<file path="src/hdl/srr_pkg.sv">
package srr_pkg;

  // ==========================================================
  // Register map (byte addresses)
  localparam logic [7:0] OFS_CTRL    = 8'h00;
  localparam logic [7:0] OFS_WORK    = 8'h04;
  localparam logic [7:0] OFS_FLAGS   = 8'h08;
  localparam logic [7:0] OFS_BANK    = 8'h0c;
  localparam logic [7:0] OFS_WORK_SH = 8'h10;
  localparam logic [7:0] OFS_FLAG_SH = 8'h14;
  localparam logic [7:0] OFS_BANK_SH = 8'h18;
  localparam logic [7:0] OFS_PC      = 8'h1c;
  localparam logic [7:0] OFS_LATCH   = 8'h20;

  // ==========================================================
  // Field positions and reset values
  localparam int CTRL_EXT_BIT = 0;
  localparam int FLG_C        = 0;
  localparam int FLG_Z        = 2;
  localparam int FLG_N        = 4;
  localparam int LATU_LSB     = 8;

  localparam logic [7:0]  RST_BYTE = 8'h00;
  localparam logic [4:0]  RST_FLAG = 5'h00;
  localparam logic [3:0]  RST_BANK = 4'h0;
  localparam logic [20:0] RST_PC   = 21'h000000;

  // ==========================================================
  // Opcodes and addressing
  localparam logic [14:0] OPC_RETURN   = 15'h0009;
  localparam logic [5:0]  OPC_ROT_LC   = 6'h0d;
  localparam logic [7:0]  IDX_LIMIT    = 8'h5f;
  localparam logic [3:0]  ACC_HI_BANK  = 4'hf;
  localparam logic [3:0]  ACC_LO_BANK  = 4'h0;

  typedef enum logic [0:0] {
    SRR_RUN,
    SRR_RET_WAIT
  } srr_state_t;

  typedef struct packed {
    logic        we;
    logic [11:0] addr;
    logic [7:0]  data;
  } srr_fwr_t;

endpackage : srr_pkg

</file>
<file path="src/hdl/srr_core.sv">
`timescale 1ns/1ns
module srr_core
  import srr_pkg::*;
(
  input  wire logic        hclk,
  input  wire logic        hresetn,
  input  wire logic        hsel,
  input  wire logic [31:0] haddr,
  input  wire logic [1:0]  htrans,
  input  wire logic        hwrite,
  input  wire logic [2:0]  hsize,
  input  wire logic [31:0] hwdata,
  input  wire logic        hready,
  output logic      [31:0] hrdata,
  output logic             hreadyout,
  output logic             hresp,
  input  wire logic        instr_valid,
  input  wire logic [15:0] instr_word,
  output logic             instr_ready,
  input  wire logic [20:0] return_stack_top,
  output logic             stack_pop,
  input  wire logic [11:0] index_base,
  output logic      [11:0] file_raddr,
  input  wire logic [7:0]  file_rdata,
  output srr_fwr_t         file_wr
);

  // ==========================================================
  // Core state
  srr_state_t  state_r, state_nxt;
  logic        ext_en_r, ext_en_nxt;
  logic [7:0]  work_r, work_nxt, work_sh_r, work_sh_nxt;
  logic [4:0]  flags_r, flags_nxt, flags_sh_r, flags_sh_nxt;
  logic [3:0]  bank_r, bank_nxt, bank_sh_r, bank_sh_nxt;
  logic [20:0] pc_r, pc_nxt;
  logic [7:0]  pc_high_latch_r, pc_high_latch_nxt;
  logic [4:0]  pc_upper_latch_r, pc_upper_latch_nxt;
  srr_fwr_t    fwr_r, fwr_nxt;

  // Bus state
  logic        wr_pend_r, wr_pend_nxt;
  logic [7:0]  wr_addr_r, wr_addr_nxt;
  logic [31:0] rdata_r, rdata_nxt;

  logic        take, ret_take, rot_take, shadow_sel, dest_f, acc_bsr;
  logic [7:0]  fadr, rot_res;
  logic        addr_ok;
  logic [31:0] rd_mux;

  assign take       = instr_valid && instr_ready;
  assign ret_take   = take && (instr_word[15:1] == OPC_RETURN);
  assign rot_take   = take && (instr_word[15:10] == OPC_ROT_LC);
  assign shadow_sel = instr_word[0];
  assign dest_f     = instr_word[9];
  assign acc_bsr    = instr_word[8];
  assign fadr       = instr_word[7:0];

  // Return holds the decoder one extra cycle, as the second word slot
  assign instr_ready = (state_r == SRR_RUN);
  assign stack_pop   = ret_take;

  // ==========================================================
  // File address: banked, access bank or indexed
  always_comb begin
    if (acc_bsr) begin
      file_raddr = {bank_r, fadr};
    end else if (ext_en_r && (fadr <= IDX_LIMIT)) begin
      file_raddr = index_base + {4'h0, fadr};
    end else if (fadr <= IDX_LIMIT) begin
      file_raddr = {ACC_LO_BANK, fadr};
    end else begin
      file_raddr = {ACC_HI_BANK, fadr};
    end
  end

  assign rot_res = {file_rdata[6:0], flags_r[FLG_C]};

  // ==========================================================
  // Bus read mux
  always_comb begin
    addr_ok = 1'b1;
    case (haddr[7:0])
      OFS_CTRL:    rd_mux = {31'h0, ext_en_r};
      OFS_WORK:    rd_mux = {24'h0, work_r};
      OFS_FLAGS:   rd_mux = {27'h0, flags_r};
      OFS_BANK:    rd_mux = {28'h0, bank_r};
      OFS_WORK_SH: rd_mux = {24'h0, work_sh_r};
      OFS_FLAG_SH: rd_mux = {27'h0, flags_sh_r};
      OFS_BANK_SH: rd_mux = {28'h0, bank_sh_r};
      OFS_PC:      rd_mux = {11'h0, pc_r};
      OFS_LATCH:   rd_mux = {19'h0, pc_upper_latch_r, pc_high_latch_r};
      default: begin
        rd_mux  = 32'h0;
        addr_ok = 1'b0;
      end
    endcase
  end

  // ==========================================================
  // Next state: bus writes first, instruction effects override
  always_comb begin
    state_nxt          = state_r;
    ext_en_nxt         = ext_en_r;
    work_nxt           = work_r;
    flags_nxt          = flags_r;
    bank_nxt           = bank_r;
    work_sh_nxt        = work_sh_r;
    flags_sh_nxt       = flags_sh_r;
    bank_sh_nxt        = bank_sh_r;
    pc_nxt             = pc_r;
    pc_high_latch_nxt  = pc_high_latch_r;
    pc_upper_latch_nxt = pc_upper_latch_r;
    fwr_nxt            = '{we: 1'b0, addr: file_raddr, data: rot_res};
    wr_pend_nxt        = hsel && htrans[1] && hready && hwrite;
    wr_addr_nxt        = haddr[7:0];
    rdata_nxt          = (hsel && htrans[1] && hready && !hwrite && addr_ok) ? rd_mux : 32'h0;

    if (wr_pend_r) begin
      case (wr_addr_r)
        OFS_CTRL:    ext_en_nxt   = hwdata[CTRL_EXT_BIT];
        OFS_WORK:    work_nxt     = hwdata[7:0];
        OFS_FLAGS:   flags_nxt    = hwdata[4:0];
        OFS_BANK:    bank_nxt     = hwdata[3:0];
        OFS_WORK_SH: work_sh_nxt  = hwdata[7:0];
        OFS_FLAG_SH: flags_sh_nxt = hwdata[4:0];
        OFS_BANK_SH: bank_sh_nxt  = hwdata[3:0];
        OFS_LATCH: begin
          pc_high_latch_nxt  = hwdata[7:0];
          pc_upper_latch_nxt = hwdata[LATU_LSB +: 5];
        end
        default: ;
      endcase
    end

    case (state_r)
      SRR_RUN: begin
        if (ret_take) begin
          pc_nxt    = return_stack_top;
          state_nxt = SRR_RET_WAIT;
          if (shadow_sel) begin
            work_nxt  = work_sh_r;
            flags_nxt = flags_sh_r;
            bank_nxt  = bank_sh_r;
          end
        end else if (rot_take) begin
          flags_nxt[FLG_C] = file_rdata[7];
          flags_nxt[FLG_Z] = (rot_res == 8'h00);
          flags_nxt[FLG_N] = rot_res[7];
          if (dest_f) begin
            fwr_nxt.we = 1'b1;
          end else begin
            work_nxt = rot_res;
          end
        end
      end
      SRR_RET_WAIT: state_nxt = SRR_RUN;
      default:      state_nxt = SRR_RUN;
    endcase
  end

  // ==========================================================
  // Registers
  always_ff @(posedge hclk or negedge hresetn) begin
    if (!hresetn) begin
      state_r          <= SRR_RUN;
      ext_en_r         <= 1'b0;
      work_r           <= RST_BYTE;
      flags_r          <= RST_FLAG;
      bank_r           <= RST_BANK;
      work_sh_r        <= RST_BYTE;
      flags_sh_r       <= RST_FLAG;
      bank_sh_r        <= RST_BANK;
      pc_r             <= RST_PC;
      pc_high_latch_r  <= RST_BYTE;
      pc_upper_latch_r <= RST_FLAG;
      fwr_r            <= '0;
      wr_pend_r        <= 1'b0;
      wr_addr_r        <= RST_BYTE;
      rdata_r          <= 32'h0;
    end else begin
      state_r          <= state_nxt;
      ext_en_r         <= ext_en_nxt;
      work_r           <= work_nxt;
      flags_r          <= flags_nxt;
      bank_r           <= bank_nxt;
      work_sh_r        <= work_sh_nxt;
      flags_sh_r       <= flags_sh_nxt;
      bank_sh_r        <= bank_sh_nxt;
      pc_r             <= pc_nxt;
      pc_high_latch_r  <= pc_high_latch_nxt;
      pc_upper_latch_r <= pc_upper_latch_nxt;
      fwr_r            <= fwr_nxt;
      wr_pend_r        <= wr_pend_nxt;
      wr_addr_r        <= wr_addr_nxt;
      rdata_r          <= rdata_nxt;
    end
  end

  // Zero wait states, always OKAY
  assign hreadyout = 1'b1;
  assign hresp     = 1'b0;
  assign hrdata    = rdata_r;
  assign file_wr   = fwr_r;
endmodule : srr_core

</file>
<file path="config.mk">
export PLATFORM = sky130hd
export DESIGN_NAME = srr_core
export DESIGN_NICKNAME = d
export VERILOG_FILES = /design/src/hdl/srr_pkg.sv /design/src/hdl/srr_core.sv
export SDC_FILE = /design/constraint.sdc
export NUM_CORES = 1
export LEC_CHECK = 0
export BUFFER_PORTS_ARGS = -buffer_cell sky130_fd_sc_hd__clkbuf_2
export CAP_MARGIN = 20
export CORE_UTILIZATION = 25
export CTS_CLUSTER_DIAMETER = 60
export DETAILED_ROUTE_END_ITERATION = 10
export PLACE_DENSITY = 0.51
export SYNTH_ARGS = -nofsm -noshare
export SYNTH_HDL_FRONTEND = slang
export SYNTH_SLANG_ARGS = --single-unit
</file>
<file path="constraint.sdc">
create_clock -name hclk -period 2.3 [get_ports hclk]
set_input_delay 0.23 -clock hclk [delete_from_list [all_inputs] [get_ports hclk]]
set_output_delay 0.23 -clock hclk [all_outputs]
set_load 0.1 [all_outputs]
</file>
==> flow_summary_export.csv, run 1 <==
group,metric,value,unit
yosys,ys_seq_area_frac,0.528,
power,p_comb_frac,0.162,
grt,grt_pass1_vias,4533,
clocking,cts.sinks,121,
timing,worst_slack,-0.0173,ns
timing,fin_setup_tns,-0.0173,ns
setup_path,cp_max_fo,3,
power,switchingPower,1680,µW
clocking,numCtsBuffers,17,
grt,grt_overflow,0,
timing,fmax,432,MHz
timing,slew_headroom,0.629,
timing,slew_viol_final,0,
route,dr.pass1.iters,5,
route,drt_iter0_markers,230,
clocking,cts_htree_levels,4,
yosys,synth_cells,492,
timing,rsz0062_at_grt,"yes",
power,clkPwrFrac,0.449,
power,power_density,717,nW/µm²
power,leakagePower,0.00391,µW
power,ir_worst_vdd,0.416,mV
run,cap_violations,0,
floorplan,io_pins,201,
yosys,async_flop_share,1.00,
floorplan,dieArea,23500,µm²
status,status,"complete, but fails checks",
setup_path,required,2.07,ns
timing,finalClockSkew,0.0147,ns
floorplan,rows,55,
yosys,synthDistinctLibCells,60,
place,gp_congestion,0.771,
yosys,synth_largest_area_cell,"dfrtp_1",
yosys,netlist.area_leader.share,0.528,
yosys,yosys_register_bits,121,
min_path,hold_class,"in2reg",
yosys,netlist_top_cells_area,"dfrtp_1 53%, mux2_2 10%, mux2i_1 3.7%",
power,p_seq_frac,0.389,
yosys,synth-edff-count,0,
floorplan,start_util,0.254,
floorplan,die_w,153,µm
cells_and_area,n_antenna_cell,0,
cells_and_area,area_delta_synth_final,40.1,%
route,vias,4525,
place,placed_area,7150,µm²
grt,grt_pass1_wl,25200,µm
timing,setup_viol,1,
clocking,cts_buffer_depth,2,
yosys,syn_area_per_cell,11.7,µm²
cells_and_area,nets,823,
clocking,root_buffer,"clkbuf_16",
yosys,ys.flop_type,"dfrtp_1",
place,port_buffers,140,
yosys,ys_warn_count,0,
timing,period_minus_slack,2.32,ns
setup_path,end_kind,"primary output",
place,pre_cts_ws,-0.212,ns
grt,grt_max_degree,55,
cells_and_area,seq_area,3030,µm²
route,wire_per_inst,16.5,µm
grt,antenna_found_initial,0,
power,p_sw_frac,0.291,
power,p_int,4080,µW
cells_and_area,fin_util,0.356,
route,drc_errors,0,
floorplan,fp.dieH,153,µm
route,routed_via_density,4.62,
clocking,clkLatencyLatePin,0.42,ns
place,dp_hpwl,11900,µm
floorplan,core,22600,µm²
cells_and_area,drive_above_1_share,0.452,
setup_path,cp.arrival,2.09,ns
cells_and_area,stdcell_area,8040,µm²
timing,hold_violations,0,
route,finalWirelength,16200,µm
timing,fin_crit_sh,1.01,
cells_and_area,multi_input_area,2570,µm²
setup_path,startpoint_type,"primary input",
status,violations,"negative setup slack",
setup_path,critical_path_class,"in2out",
yosys,synth_area,5730,µm²
cells_and_area,fillers,2316,
grt,grtUsageTotal,0.141,
clocking,path_clk_slew,0.05,ns
timing,worst_slew_pin_slew,0.558,ns
clocking,cts_tree,"yes",
route,ant_nets,0,
## timing repair
action / 4_1_cts / 5_1_grt
resized for setup: 14 / 23
gates cloned: 0 / 1
pin swaps: 8 / 4
setup endpoints to repair: 6 / 8
buffers inserted: 2 / 1
hold buffers: 10 / 0
hold endpoints to repair: 47 / 0
## synthesized netlist by cell type (3+ instances only)
master    count
dfrtp_1     121
mux2_2       53
nor2_1       31
buf_4        27
nand2_1      23
mux2i_1      21
a21oi_1      20
a22oi_1      19
nor3_1       12
o21ai_0      12
nand3_1      11
o22ai_1      11
inv_1        10
clkbuf_1      9
and3_2        8
ha_1          8
and3_1        7
o21a_1        7
and2_1        6
buf_2         5
nor4_1        5
nor4b_1       5
a211oi_1      4
a21o_1        4
a31oi_1       4
nor2b_1       4
a221o_1       3
a22o_1        3
xor2_1        3
## kinds of logic (layout without fill, tap and decap cells)
kind of cell	count (synthesis)	count (layout)	share of synthesized area
flops	121	121	0.528
simple gates	129	129	0.128
compound gates	101	101	0.120
fa+ha+maj	9	9	0.0209
other cells	2	13	0.00131
mux	74	74	0.141
xor+xnor	4	4	0.00611
buf+inv	52	244	0.0545
## worst max-delay path, cell delays in order
cell	delay, ns
buf_8	0.10
ha_4	0.15
inv_2	0.05
fa_2	0.20
nor2b_1	0.06
o31a_1	0.28
o221a_4	0.24
or4b_4	0.50
nand3_4	0.11
buf_12	0.17
## cells in the final DEF (no fill, tap or decap), drive strengths merged, types with 8 or more instances in the layout
cell type    netlist  routed
dfrtp            121     121
buf               32      68
nor3              13      13
mux2i             21      21
a22oi             19      19
nand2             23      23
mux2              53      53
clkbuf            10     144
conb               2      13
ha                 8       8
dlygate4sd3        0      10
and3              15      15
o21ai             12      12
inv               10      12
a21oi             20      20
nor2              32      32
o22ai             11      11
nand3             11      11
## cell type report
type | instances | share of cell area
well taps | 285 | 0.0444
clock inverters | 12 | 0.0143
clock buffers | 20 | 0.0581
inverters | 10 | 0.00467
multi-input cells | 330 | 0.320
repair buffers | 202 | 0.181
flip-flops and latches | 121 | 0.377
## sequential cells by signal (all words and copies together), names as in the netlist
name / count
bank_r: 4
bank_sh_r: 4
ext_en_r: 1
file_wr: 21
flags_r: 5
flags_sh_r: 5
hrdata: 21
pc_high_latch_r: 8
pc_r: 21
pc_upper_latch_r: 5
state_r: 1
work_r: 8
work_sh_r: 8
wr_addr_r: 8
wr_pend_r: 1
## worst paths after layout
check,slack [ns],cells after the start,start,end
min in group asynchronous,0.34,2,hresetn,hrdata[18]
max in group asynchronous,1.26,3,hresetn,pc_r[10]
setup / recovery,-0.02,10,instr_word[0],file_raddr[10]
hold / removal,0.04,1,haddr[7],wr_addr_r[7]
hold reg to reg,0.50,1,pc_r[18],pc_r[18]
setup reg to reg,0.30,5,wr_addr_r[5],flags_r[0]
## metrics by stage
stage,power (µW),instances,hold slack (ns)
2_1_floorplan,2850,503,-0.0656
3_3_place_gp,3160,934,0.257
3_5_place_dp,3160,934,0.247
4_1_cts,5810,978,0.0140
5_1_grt,5990,980,0.0299
6_report,5760,980,0.0399
## layer usage
layer / global-route usage / vias to the layer above / part of all wire
met3: 0.0301 / 16 / 0.047
met2: 0.217 / 145 / 0.46
li1: - / 2168 / -
met5: 0 / - / 0
met1: 0.191 / 2196 / 0.48
met4: 0.0605 / 0 / 0.014
## power by group through the flow
| stage | logic, µW | clock network, µW | registers (µW) |
|---|---|---|---|
| floorplan | 425 | 0 | 2430 |
| global placement | 884 | 0 | 2280 |
| detailed placement | 885 | 0 | 2280 |
| CTS | 919 | 2650 | 2240 |
| global route | 997 | 2740 | 2250 |
| finish | 935 | 2580 | 2240 |
(Power assumes the default switching activity.)
==> inputs of run 2 (changes only) <==
Settings changed: CTS_BUF_LIST set to sky130_fd_sc_hd__clkbuf_4.
==> flow_summary_export.csv, run 2 (synthesized netlist as in run 1, its figures left out) <==
group,metric,value,unit
setup_path,cp_cell_sequence,"buf_8 -> ha_4 -> inv_2 -> fa_2 -> nor2b_1 -> o31a_1 -> o221a_4 -> or4b_4 -> nand3_4 -> buf_12",
min_path,hp-start,"hwdata[3]",
timing,finalClockSkew,0.0324,ns
cells_and_area,seq_area,3030,µm²
clocking,cts_buffer_depth,2,
timing,whs,0.0360,ns
min_path,min_to,"work_sh_r[3]",
clocking,cts.sinks,121,
route,dr.pass1.iters,4,
grt,grt_pass1_vias,4770,
floorplan,fp.dieH,153,µm
place,port_buffers,140,
route,routed_via_density,4.58,
grt,grt_pass1_wl,25900,µm
status,status,"complete, but fails checks",
timing,worst_slew_pin_slew,0.557,ns
power,power_density,569,nW/µm²
timing,slew_viol_final,0,
grt,top_usage_layer,"met2",
cells_and_area,area_delta_synth_final,42.0,%
setup_path,crit_slowest_cell,"or4b_4",
timing,fmax,432,MHz
timing,hold_violations,0,
setup_path,crit_family,"simple AND/OR/NAND/NOR gates",
setup_path,worstReg2RegEnd,"flags_r[4]",
route,wire_per_inst,16.2,µm
timing,period_minus_slack,2.32,ns
clocking,root_buffer,"clkbuf_4",
timing,worst_slack,-0.0175,ns
setup_path,r2r_start,"wr_addr_r[5]",
cells_and_area,nets,866,
setup_path,cp.arrival,2.09,ns
setup_path,worstSetupStartpoint,"instr_word[0]",
floorplan,die_w,153,µm
power,power,4630,µW
cells_and_area,fillers,2307,
setup_path,cp_num_cells,10,
setup_path,required,2.07,ns
cells_and_area,drive_above_1_share,0.427,
setup_path,critical_path_class,"in2out",
place,gp_congestion,0.771,
clocking,cts_tree,"yes",
timing,fin_crit_sh,1.01,
setup_path,path_buf_inv,3,
clocking,numCtsBuffers,17,
cells_and_area,fin_cells,1024,
route,drt_iter0_markers,273,
grt,grt_util_met2,0.229,
min_path,hold_class,"in2reg",
setup_path,end_kind,"primary output",
floorplan,io_pins,201,
grt,antenna_found_initial,1,
power,leakagePower,0.00394,µW
clocking,cts_htree_levels,4,
grt,grt_overflow,0,
route,drc_errors,0,
floorplan,core,22600,µm²
floorplan,start_util,0.254,
floorplan,dieArea,23500,µm²
clocking,path_clk_slew,0.11,ns
place,dp.cells,934,
grt,grt_max_degree,55,
route,finalWirelength,16500,µm
status,violations,"negative setup slack",
clocking,clkLatencyLatePin,0.55,ns
route,vias,4689,
cells_and_area,fin_util,0.361,
grt,grt.met1_usage,0.191,
cells_and_area,layout_common_cells,"123 x clkbuf_2, 119 x dfrtp_1, 53 x mux2_2",
power,ir_worst_vdd,0.262,mV
timing,slew_headroom,0.630,
setup_path,startpoint_type,"primary input",
setup_path,cp_max_fo,3,
cells_and_area,final_common_cell,"clkbuf_2",
place,dp_hpwl,11900,µm
timing,rsz0062_at_grt,"yes",
grt,grtUsageTotal,0.143,
min_path,min_path_cells,2,
setup_path,r2r_slack,0.29,ns
setup_path,slowest_delay,0.49,ns
cells_and_area,multi_input_area,2570,µm²
route,ant_nets,0,
run,cap_violations,0,
timing,setup_viol,1,
grt,met3_usage,0.0284,
floorplan,rows,55,
timing,fin_setup_tns,-0.0175,ns
setup_path,reg2regPathDepth,5,
run 2: cell count changes in the layout (fill, tap and decap cells not counted), sizes merged:
cell	change
diode	+1
clkinv	+3
buf	+1
dlygate4sd3	+42
clkbuf	-3
run 2: layer usage:
metal / vias to the layer above / part of all wire
met5: - / 0
met4: 0 / 0.014
met3: 17 / 0.037
met2: 140 / 0.47
met1: 2276 / 0.48
li1: 2256 / -
run 2: where the power goes:
group,switching (µW),internal (µW)
Sequential,42.6,2190
Combinational,642,352
Clock,868,531
Total,1550,3080
run 2: repair_timing:
item | CTS | global route
endpoints found under the setup margin | 8 | 8
resized for setup | 16 | 24
setup buffers | 3 | 1
pin swaps | 9 | 4
gates cloned | 0 | 1
hold endpoints to repair | 100 | 0
hold buffers | 52 | 0
run 2: area by class of cell:
| cell class | count | area share |
|---|---|---|
| sequential | 121 | 0.372 |
| multi-input combinational | 330 | 0.316 |
| timing repair buffer | 245 | 0.232 |
| tap | 285 | 0.0438 |
| clock buffer | 17 | 0.0157 |
| clock inverter | 15 | 0.0155 |
| inverter | 10 | 0.00461 |
| antenna | 1 | 0.000307 |
run 2: metrics by stage:
stage	instance area (µm²)	setup WS [ns]
finish	8140	-0.0175
global route	8140	-0.0889
CTS	8010	-0.109
detailed placement	7150	-0.212
global placement	7150	-0.215
floorplan	5790	0.0129
run 2: worst max-delay path by stage:
stage / slack [ns] / end
3_5_place_dp: -0.21 / file_raddr[10]
4_1_cts: -0.11 / file_raddr[6]
6_report: -0.02 / file_raddr[10]
5_1_grt: -0.09 / file_raddr[6]
2_1_floorplan: 0.01 / file_raddr[10]
3_3_place_gp: -0.22 / file_raddr[10]
